$ cat src/hdl/timer16_map.vh
`ifndef TIMER16_MAP_VH
`define TIMER16_MAP_VH

// ****************************************************************
// register byte offsets
// ****************************************************************
`define OFS_COUNT_LOW     8'h00
`define OFS_COUNT_HIGH    8'h04
`define OFS_CONTROL       8'h08
`define OFS_FLAGS         8'h0C
`define OFS_CMP_ONE       8'h10
`define OFS_CMP_TWO       8'h14
`define OFS_CMP_MODES     8'h18

// ****************************************************************
// control and flag register fields
// ****************************************************************
`define BIT_COUNTER_ON    0
`define BIT_CLOCK_SOURCE  1
`define BIT_SYNC_BYPASS   2
`define BIT_OSC_ENABLE    3
`define BIT_PRESCALE_LO   4
`define BIT_PRESCALE_HI   5
`define BIT_OVERFLOW      0

// ****************************************************************
// reset values and codes
// ****************************************************************
`define CONTROL_RESET     6'h00
`define COUNT_WRAP        16'hFFFF
`define COUNT_ZERO        16'h0000
`define TRIGGER_MODE      4'hB
`define RESP_OKAY         2'h0
`define RESP_SLVERR       2'h2

// ****************************************************************
// phase clock timing: four core clock periods per instruction
// ****************************************************************
`define PHASE_TWO_CODE    2'h1
`define PHASE_FOUR_CODE   2'h3

`endif

$ cat src/hdl/sync_filter.v
`timescale 1ns/100ps
module sync_filter #(
  parameter W = 2
) (
  input  wire         ref_clk,   // core clock
  input  wire         rstn,      // async reset, active low
  input  wire [W-1:0] pinIn,     // asynchronous inputs
  output reg  [W-1:0] levelOut   // filtered synchronous levels
);

  reg [W-1:0] stageOne;
  reg [W-1:0] stageTwo;
  reg [W-1:0] stageThree;

  // three flops; a change counts once stages two and three agree
  always @(posedge ref_clk or negedge rstn) begin
    if (!rstn) begin
      stageOne   <= {W{1'b0}};
      stageTwo   <= {W{1'b0}};
      stageThree <= {W{1'b0}};
      levelOut   <= {W{1'b0}};
    end else begin
      stageOne   <= pinIn;
      stageTwo   <= stageOne;
      stageThree <= stageTwo;
      // agreeing stages give the new level; a split keeps the old one
      levelOut   <= (stageTwo & stageThree) |
                    (levelOut & (stageTwo ^ stageThree));
    end
  end

endmodule // sync_filter

$ cat src/hdl/timer16.v
// Overview of operation
// - count 0000h..FFFFh, wrap, latch overflow flag
// - internal counts instruction cycles, external counts edges
// - sync mode in sleep: no count, prescaler runs
// - count byte writes clear prescaler
// - 1:1 sync samples at phase two, four
// - counter updates two cycles after sampling edge
// - other ratios use symmetrical ripple prescaler
// - bypass bit counts without phase synchronisation
// - async mode counts in sleep, flags wake
// - async mode gives no compare time base
// - byte reads are always stable
// - oscillator enable starts oscillator, runs in sleep
// - trigger mode 1011 compare event clears count
// - trigger clear never sets overflow flag
// - count write wins over coincident trigger; here a trigger still pending in the next cycle clears the written count
// - compare value acts as counting period
// - no reset clears the count bytes
// - power-on reset clears control register
//
// Implementation choices: the address map and the AXI4-Lite slave port.
`timescale 1ns/100ps
`include "timer16_map.vh"
module timer16 (
  input  wire        ref_clk,         // 25 MHz core clock
  input  wire        rstn,            // power-on/brown-out reset, low
  input  wire        sleepMode,       // core is asleep
  input  wire        extCountPin,     // external count clock pin
  input  wire        oscInPin,        // low-power oscillator input
  output reg         oscEnable,       // runs the low-power oscillator
  output reg         overflowFlag,    // sticky overflow flag
  output reg         timeBaseValid,   // count usable by compare units
  output reg  [15:0] timeBase,        // count copy for compare units
  input  wire [7:0]  s_axi_awaddr,    // write address
  input  wire        s_axi_awvalid,   // write address valid
  output reg         s_axi_awready,   // write address ready
  input  wire [31:0] s_axi_wdata,     // write data
  input  wire [3:0]  s_axi_wstrb,     // write byte strobes
  input  wire        s_axi_wvalid,    // write data valid
  output reg         s_axi_wready,    // write data ready
  output reg  [1:0]  s_axi_bresp,     // write response
  output reg         s_axi_bvalid,    // write response valid
  input  wire        s_axi_bready,    // write response ready
  input  wire [7:0]  s_axi_araddr,    // read address
  input  wire        s_axi_arvalid,   // read address valid
  output reg         s_axi_arready,   // read address ready
  output reg  [31:0] s_axi_rdata,     // read data
  output reg  [1:0]  s_axi_rresp,     // read response
  output reg         s_axi_rvalid,    // read data valid
  input  wire        s_axi_rready     // read data ready
);

  // ****************************************************************
  // declarations
  // ****************************************************************
  reg  [1:0]  phaseCnt;
  reg  [5:0]  control;
  reg  [15:0] count;
  reg  [15:0] cmpOne;
  reg  [15:0] cmpTwo;
  reg  [7:0]  cmpModes;
  reg  [2:0]  prescaler;
  reg         srcPrev;
  reg         prescPrev;
  reg         syncSample;
  reg         syncPrev;
  reg         syncTick;
  reg         triggerPend;
  reg         awHeld;
  reg         wHeld;
  reg  [7:0]  awAddr;
  reg  [31:0] wData;
  reg  [3:0]  wStrb;
  reg  [15:0] next_count;
  reg         next_wrap;
  wire [1:0]  pinLevel;
  wire        counterOn;
  wire        extSource;
  wire        syncBypass;
  wire [1:0]  prescSel;
  wire        asyncMode;
  wire        instrTick;
  wire        extLevel;
  wire        srcLevel;
  wire        srcEdge;
  wire        prescOut;
  wire        prescRise;
  wire        incTick;
  wire        wrEn;
  wire        wrLow;
  wire        wrHigh;
  wire        triggerHit;

  // ****************************************************************
  // helpers
  // ****************************************************************
  // true when the byte address names a register
  function mapped;
    input [7:0] addr;
    begin
      mapped = (addr == `OFS_COUNT_LOW) || (addr == `OFS_COUNT_HIGH) ||
               (addr == `OFS_CONTROL) || (addr == `OFS_FLAGS) ||
               (addr == `OFS_CMP_ONE) || (addr == `OFS_CMP_TWO) ||
               (addr == `OFS_CMP_MODES);
    end
  endfunction

  // merge byte lanes of a write into an old 16-bit value
  function [15:0] merge16;
    input [15:0] old;
    input [31:0] data;
    input [3:0]  strb;
    begin
      merge16 = {strb[1] ? data[15:8] : old[15:8],
                 strb[0] ? data[7:0] : old[7:0]};
    end
  endfunction

  // ****************************************************************
  // pin synchronisers
  // ****************************************************************
  sync_filter #(.W(2)) u_pins (
    .ref_clk  (ref_clk),
    .rstn     (rstn),
    .pinIn    ({oscInPin, extCountPin}),
    .levelOut (pinLevel)
  );

  // ****************************************************************
  // control decode
  // ****************************************************************
  assign counterOn  = control[`BIT_COUNTER_ON];
  assign extSource  = control[`BIT_CLOCK_SOURCE];
  assign syncBypass = control[`BIT_SYNC_BYPASS];
  assign prescSel   = control[`BIT_PRESCALE_HI:`BIT_PRESCALE_LO];
  assign asyncMode  = extSource & syncBypass;
  // oscillator input replaces the pin while the oscillator runs
  assign extLevel   = control[`BIT_OSC_ENABLE] ? pinLevel[1] : pinLevel[0];

  // ****************************************************************
  // phase clocks: four core periods per instruction cycle
  // ****************************************************************
  always @(posedge ref_clk or negedge rstn) begin
    if (!rstn) begin
      phaseCnt <= 2'h0;
    end else begin
      phaseCnt <= phaseCnt + 2'h1;
    end
  end

  // the instruction clock stops while the core sleeps
  assign instrTick = (phaseCnt == `PHASE_FOUR_CODE) & ~sleepMode;

  // ****************************************************************
  // prescaler: ripple-style divider on the selected source
  // ****************************************************************
  assign srcLevel = extSource ? extLevel : 1'b0;
  assign srcEdge  = extSource ? (srcLevel & ~srcPrev) : instrTick;

  // prescaler keeps counting external edges in sleep
  always @(posedge ref_clk or negedge rstn) begin
    if (!rstn) begin
      prescaler <= 3'h0;
      srcPrev   <= 1'b0;
    end else begin
      srcPrev <= srcLevel;
      if (wrLow | wrHigh) begin
        prescaler <= 3'h0;
      end else if (srcEdge) begin
        prescaler <= prescaler + 3'h1;
      end
    end
  end

  // each divider bit is a symmetrical square wave
  assign prescOut = (prescSel == 2'h0) ? srcLevel :
                    (prescSel == 2'h1) ? prescaler[0] :
                    (prescSel == 2'h2) ? prescaler[1] :
                                         prescaler[2];
  assign prescRise = (prescSel == 2'h0) ? srcEdge :
                     (prescOut & ~prescPrev);

  // ****************************************************************
  // phase synchroniser and delayed increment
  // ****************************************************************
  always @(posedge ref_clk or negedge rstn) begin
    if (!rstn) begin
      prescPrev  <= 1'b0;
      syncSample <= 1'b0;
      syncPrev   <= 1'b0;
      syncTick   <= 1'b0;
    end else begin
      prescPrev <= prescOut;
      // sampling at phase two and four; shut off in sleep
      if (((phaseCnt == `PHASE_TWO_CODE) ||
           (phaseCnt == `PHASE_FOUR_CODE)) && !sleepMode) begin
        syncSample <= prescOut;
      end
      syncPrev <= syncSample;
      // increment lands two cycles after the sampling clock edge
      syncTick <= syncSample & ~syncPrev;
    end
  end

  // timer mode ticks per prescaled instruction; async counts prescaled edges unsynchronised
  assign incTick = counterOn &
                   (!extSource ? prescRise :
                    asyncMode  ? prescRise :
                                 syncTick);

  // ****************************************************************
  // compare special event trigger
  // ****************************************************************
  // no time base in async mode, so no match there either
  assign triggerHit = ~asyncMode &
    (((cmpModes[3:0] == `TRIGGER_MODE) && (count == cmpOne)) ||
     ((cmpModes[7:4] == `TRIGGER_MODE) && (count == cmpTwo)));

  always @(posedge ref_clk or negedge rstn) begin
    if (!rstn) begin
      triggerPend <= 1'b0;
    end else begin
      triggerPend <= triggerHit;
    end
  end

  // ****************************************************************
  // count next value
  // ****************************************************************
  assign wrEn   = awHeld & wHeld & ~s_axi_bvalid;
  assign wrLow  = wrEn & (awAddr == `OFS_COUNT_LOW) & wStrb[0];
  assign wrHigh = wrEn & (awAddr == `OFS_COUNT_HIGH) & wStrb[0];

  always @* begin
    next_count = count;
    next_wrap  = 1'b0;
    if (wrLow | wrHigh) begin
      // a write takes precedence over a coincident trigger
      if (wrLow) begin
        next_count[7:0] = wData[7:0];
      end
      if (wrHigh) begin
        next_count[15:8] = wData[7:0];
      end
    end else if (triggerPend) begin
      next_count = `COUNT_ZERO;
    end else if (incTick) begin
      next_count = count + 16'h0001;
      next_wrap  = (count == `COUNT_WRAP);
    end
  end

  // count has no reset at all
  always @(posedge ref_clk) begin
    count <= next_count;
  end

  // ****************************************************************
  // control, compare and flag registers
  // ****************************************************************
  always @(posedge ref_clk or negedge rstn) begin
    if (!rstn) begin
      control      <= `CONTROL_RESET;
      cmpOne       <= 16'h0000;
      cmpTwo       <= 16'h0000;
      cmpModes     <= 8'h00;
      overflowFlag <= 1'b0;
      oscEnable    <= 1'b0;
      timeBase     <= 16'h0000;
      timeBaseValid <= 1'b0;
    end else begin
      if (wrEn && (awAddr == `OFS_CONTROL) && wStrb[0]) begin
        control <= wData[5:0];
      end
      if (wrEn && (awAddr == `OFS_CMP_ONE)) begin
        cmpOne <= merge16(cmpOne, wData, wStrb);
      end
      if (wrEn && (awAddr == `OFS_CMP_TWO)) begin
        cmpTwo <= merge16(cmpTwo, wData, wStrb);
      end
      if (wrEn && (awAddr == `OFS_CMP_MODES) && wStrb[0]) begin
        cmpModes <= wData[7:0];
      end
      // write one clears; a wrap in the same cycle wins
      if (next_wrap) begin
        overflowFlag <= 1'b1;
      end else if (wrEn && (awAddr == `OFS_FLAGS) && wStrb[0] &&
                   wData[`BIT_OVERFLOW]) begin
        overflowFlag <= 1'b0;
      end
      oscEnable     <= control[`BIT_OSC_ENABLE];
      timeBase      <= count;
      timeBaseValid <= counterOn & ~asyncMode;
    end
  end

  // ****************************************************************
  // axi4-lite write channel
  // ****************************************************************
  always @(posedge ref_clk or negedge rstn) begin
    if (!rstn) begin
      s_axi_awready <= 1'b1;
      s_axi_wready  <= 1'b1;
      s_axi_bvalid  <= 1'b0;
      s_axi_bresp   <= `RESP_OKAY;
      awHeld        <= 1'b0;
      wHeld         <= 1'b0;
      awAddr        <= 8'h00;
      wData         <= 32'h00000000;
      wStrb         <= 4'h0;
    end else begin
      if (s_axi_awvalid && s_axi_awready) begin
        awAddr        <= s_axi_awaddr;
        awHeld        <= 1'b1;
        s_axi_awready <= 1'b0;
      end
      if (s_axi_wvalid && s_axi_wready) begin
        wData        <= s_axi_wdata;
        wStrb        <= s_axi_wstrb;
        wHeld        <= 1'b1;
        s_axi_wready <= 1'b0;
      end
      if (wrEn) begin
        s_axi_bvalid <= 1'b1;
        s_axi_bresp  <= mapped(awAddr) ? `RESP_OKAY : `RESP_SLVERR;
        awHeld       <= 1'b0;
        wHeld        <= 1'b0;
      end
      if (s_axi_bvalid && s_axi_bready) begin
        s_axi_bvalid  <= 1'b0;
        s_axi_awready <= 1'b1;
        s_axi_wready  <= 1'b1;
      end
    end
  end

  // ****************************************************************
  // axi4-lite read channel; single clock keeps bytes stable
  // ****************************************************************
  always @(posedge ref_clk or negedge rstn) begin
    if (!rstn) begin
      s_axi_arready <= 1'b1;
      s_axi_rvalid  <= 1'b0;
      s_axi_rdata   <= 32'h00000000;
      s_axi_rresp   <= `RESP_OKAY;
    end else begin
      if (s_axi_arvalid && s_axi_arready) begin
        s_axi_arready <= 1'b0;
        s_axi_rvalid  <= 1'b1;
        s_axi_rresp   <= mapped(s_axi_araddr) ? `RESP_OKAY : `RESP_SLVERR;
        case (s_axi_araddr)
          `OFS_COUNT_LOW:  s_axi_rdata <= {24'h000000, count[7:0]};
          `OFS_COUNT_HIGH: s_axi_rdata <= {24'h000000, count[15:8]};
          `OFS_CONTROL:    s_axi_rdata <= {26'h0000000, control};
          `OFS_FLAGS:      s_axi_rdata <= {31'h00000000, overflowFlag};
          `OFS_CMP_ONE:    s_axi_rdata <= {16'h0000, cmpOne};
          `OFS_CMP_TWO:    s_axi_rdata <= {16'h0000, cmpTwo};
          `OFS_CMP_MODES:  s_axi_rdata <= {24'h000000, cmpModes};
          default:         s_axi_rdata <= 32'h00000000;
        endcase
      end
      if (s_axi_rvalid && s_axi_rready) begin
        s_axi_rvalid  <= 1'b0;
        s_axi_arready <= 1'b1;
      end
    end
  end

endmodule // timer16

$ cat config.mk
export PLATFORM = sky130hd
export DESIGN_NAME = timer16
export DESIGN_NICKNAME = d
export VERILOG_FILES = /design/src/hdl/sync_filter.v /design/src/hdl/timer16.v
export VERILOG_INCLUDE_DIRS = /design/src /design/src/hdl
export SDC_FILE = /design/constraint.sdc
export NUM_CORES = 1
export LEC_CHECK = 0
export BUFFER_PORTS_ARGS = -buffer_cell sky130_fd_sc_hd__buf_2
export CAP_MARGIN = 20
export CORE_MARGIN = 3
export CORE_UTILIZATION = 55
export DETAILED_ROUTE_END_ITERATION = 6
export HOLD_SLACK_MARGIN = 0.08
export MAX_ROUTING_LAYER = met4
export PLACE_DENSITY = 0.88
export SYNTH_ARGS = -nofsm -noshare
export SYNTH_HDL_FRONTEND = slang
export SYNTH_SLANG_ARGS = --single-unit
export TNS_END_PERCENT = 1
$ cat constraint.sdc
create_clock -name ref_clk -period 2.58 [get_ports ref_clk]
set_input_delay 0.774 -clock ref_clk [delete_from_list [all_inputs] [get_ports ref_clk]]
set_output_delay 0.774 -clock ref_clk [all_outputs]
set_load 0.01 [all_outputs]
==> reports/qor.txt <==
core area - 12,200 sq um
crit-path max FO - 6
Max-slew headroom - 0.571
Seq/Total Area, Yosys - 0.558
synth warn - 0
sequential power share - 0.489
Sw Share - 0.273
GRT Total Usage - 0.256
pwr dens - 811 nW/um^2
# diodes - 0
die span in y - 118 microns
vias per cell - 5.64
first-pass GRT wire length - 27.0 mm
Post-synth EDFFs - 16
largest net degree at the start of global routing - 55
Die X - 118 microns
final hold vios - 0
Slew Limit Fails - 0
synthesized area - 6920 sq um
Placed Area - 7540 sq um
Worst-Margin Slew - 0.639 ns
CP peak stage delay - 0.74 ns
Mapped Cells - 569
R2R Setup Slk - 0.12 ns
most instantiated library cell after synthesis - dfrtp_1
P&R area growth vs syn - 17.5%
# DRC - 0
Leakage - 3.80 nW
share of cells above drive strength 1 - 0.333
post-CTS setup buffer count - 0
Clk pwr share - 0.374
fmax - 407 MHz
final net count - 731
final setup fails - 0
Pwr Total - 6.60 mW
Switch Pwr - 1.80 mW
CTS Buf Count - 17
clk sinks - 151
Vias - 4,758
synth unique cells - 57
Hold WC Path Type - in -> async
R2R depth - 5
most frequent cells after synthesis - 132 x dfrtp_1, 71 x mux2_2, 42 x nand2_1, 39 x o21ai_0, 33 x xor2_1
H-tree levels - 4
Comb pwr share - 0.136
CP max-delay cell - or4b_1
CP Capture Type - flop
GRT overflow - 0
clk buf depth - 2
clk_lat worst skew - 0.42 ns
detailed-route wire length per cell - 19.5 microns
Clock transition at path regs - 0.06 ns
Placer Congestion - 1.01
final worst path period need - 2.46 ns
Syn Area/Cell - 12.2 sq um
Req. time, crit path - 2.89 ns
Post-Route Setup TNS - 0 ns
vias in the first global route - 4,927
io pins - 122
CTS tree - done
top cells by area, synth - dfrtp_1 48%, mux2_2 12%, edfxtp_1 6.9%
1st-iter DRT viols - 351
unrepaired setup endpoints after global routing - false
max-cap check violation count - 0
Yosys reg bits - 151
die area - 14,000 sq um
internal power - 4.80 mW
port buffer count - 85
initial antenna violation count - 0
final worst path period share - 0.952
launching element type of the critical path - flop
Fillers - 907
Detailed Place HPWL - 12.2 mm
Async S/R FF share, synth - 0.894
Main synth FF type - dfrtp_1
cell accounting for the most synthesized area - dfrtp_1
Synth top area share - 0.477
Clk Tree Root Cell - clkbuf_16
Detailed Routing Iterations Pass 1 - 4
Final ANT Viol Nets - 0
Starting Density - 0.569
# rows - 40
Clock Skew - 0.00568 ns
Peak VDD IR - 0.559 mV
crit path DAT - 2.76 ns
minimum hold slack - 0.281 ns
Setup CP Type - reg -> reg
worst-path cell chain - or4_4, nor3_2, nand2_1, or4b_1, mux2_4
status - completed
Layout Cell Area excl Fill - 8140 sq um
drt total wl - 16.5 mm
==> per-layer routing <==
metal	up-vias	part of all wire	wire [microns]	global-route usage
met4	0	0.024	395	0.0982
met5	-	0	0	-
li1	2171	-	-	-
met1	2366	0.43	7170	0.335
met2	187	0.48	7970	0.396
met3	34	0.057	945	0.0569
==> registers in the layout, summed over array words and instances, names as in the netlist, 2 cells and up <==
signal / count
u_pins.stageThree: 2
s_axi_rdata: 16
u_pins.levelOut: 2
wStrb: 2
cmpModes: 8
wData: 16
timeBase: 16
cmpTwo: 16
cmpOne: 16
awAddr: 8
u_pins.stageOne: 2
u_pins.stageTwo: 2
control: 6
prescaler: 3
phaseCnt: 2
count: 16
==> timing repair <==
action | CTS | global route
endpoints found under the hold margin | 0 | 0
hold buffers | 0 | 0
gates resized for setup | 0 | 1
endpoints found under the setup margin | 0 | 8
==> worst paths after layout <==
check / from / end
min in group ref_clk: u_pins.stageOne[1] / u_pins.stageTwo[1]
max in group asynchronous: rstn / cmpTwo[15]
worst min-delay path: rstn / u_pins.stageThree[1]
worst max-delay path: awAddr[0] / control[3]
worst min register to register: u_pins.stageOne[1] / u_pins.stageTwo[1]
worst max register to register: awAddr[0] / control[3]
==> per-stage QoR <==
step                      cells   util  worst slack (ns)
after global placement      812  0.620            0.0767
final                       844  0.669             0.123
after global routing        844  0.669            0.0499
after detailed placement    812  0.620            0.0643
after CTS                   844  0.669            0.0550
after floorplan             586      -             0.220
==> final cells by class <==
class,instances,area [sq um],share of cell area
inverters,14,52.6,0.00646
repair buffers,108,613,0.0753
flip-flops and latches,151,3860,0.475
clock buffers,19,433,0.0532
clock inverters,13,156,0.0192
well taps,168,210,0.0258
multi-input cells,371,2810,0.345
==> worst max-delay path: cells and delay by family, from the launching register on <==
kind          cells  cell delay, ns
simple gates      4            1.60
flops             1            0.37
mux               1            0.38
==> power groups by stage <==
stage	clock network (mW)	logic (mW)	registers, mW
4_1_cts	2.51	0.913	3.22
3_3_place_gp	0	0.853	3.22
2_1_floorplan	0	0.630	3.10
3_5_place_dp	0	0.906	3.25
5_1_grt	2.62	1.00	3.29
6_report	2.47	0.899	3.23
==> cell usage in the layout, fill, tap and decap left out, types with 5 or more instances in the layout <==
cell       count
buf_2         84
nor4_1         8
dfrtp_1      132
mux2_2        71
nand3_1       11
xor2_1        33
a22oi_1       10
nand4_1        6
nand2_1       42
a221oi_1       5
nor2b_1        5
and3_1         6
mux2i_1       12
ha_1           6
clkbuf_16     17
o21ai_0       39
xnor2_1       15
buf_4         23
a22o_1         5
edfxtp_1      16
inv_1         14
conb_1        18
mux2_4         6
nor2_1        18
==> kinds of logic (layout without fill, tap and decap cells) <==
group / Yosys count / after routing / share of synthesized area
compound gates: 84 / 84 / 0.0781
xor+xnor: 48 / 48 / 0.0607
fa+ha+maj: 6 / 6 / 0.0108
buf+inv: 64 / 154 / 0.0459
flops: 151 / 151 / 0.558
mux: 90 / 90 / 0.149
other cells: 1 / 18 / 0.000542
simple gates: 125 / 125 / 0.0969
Note: power is estimated with default switching activity, not from simulation.
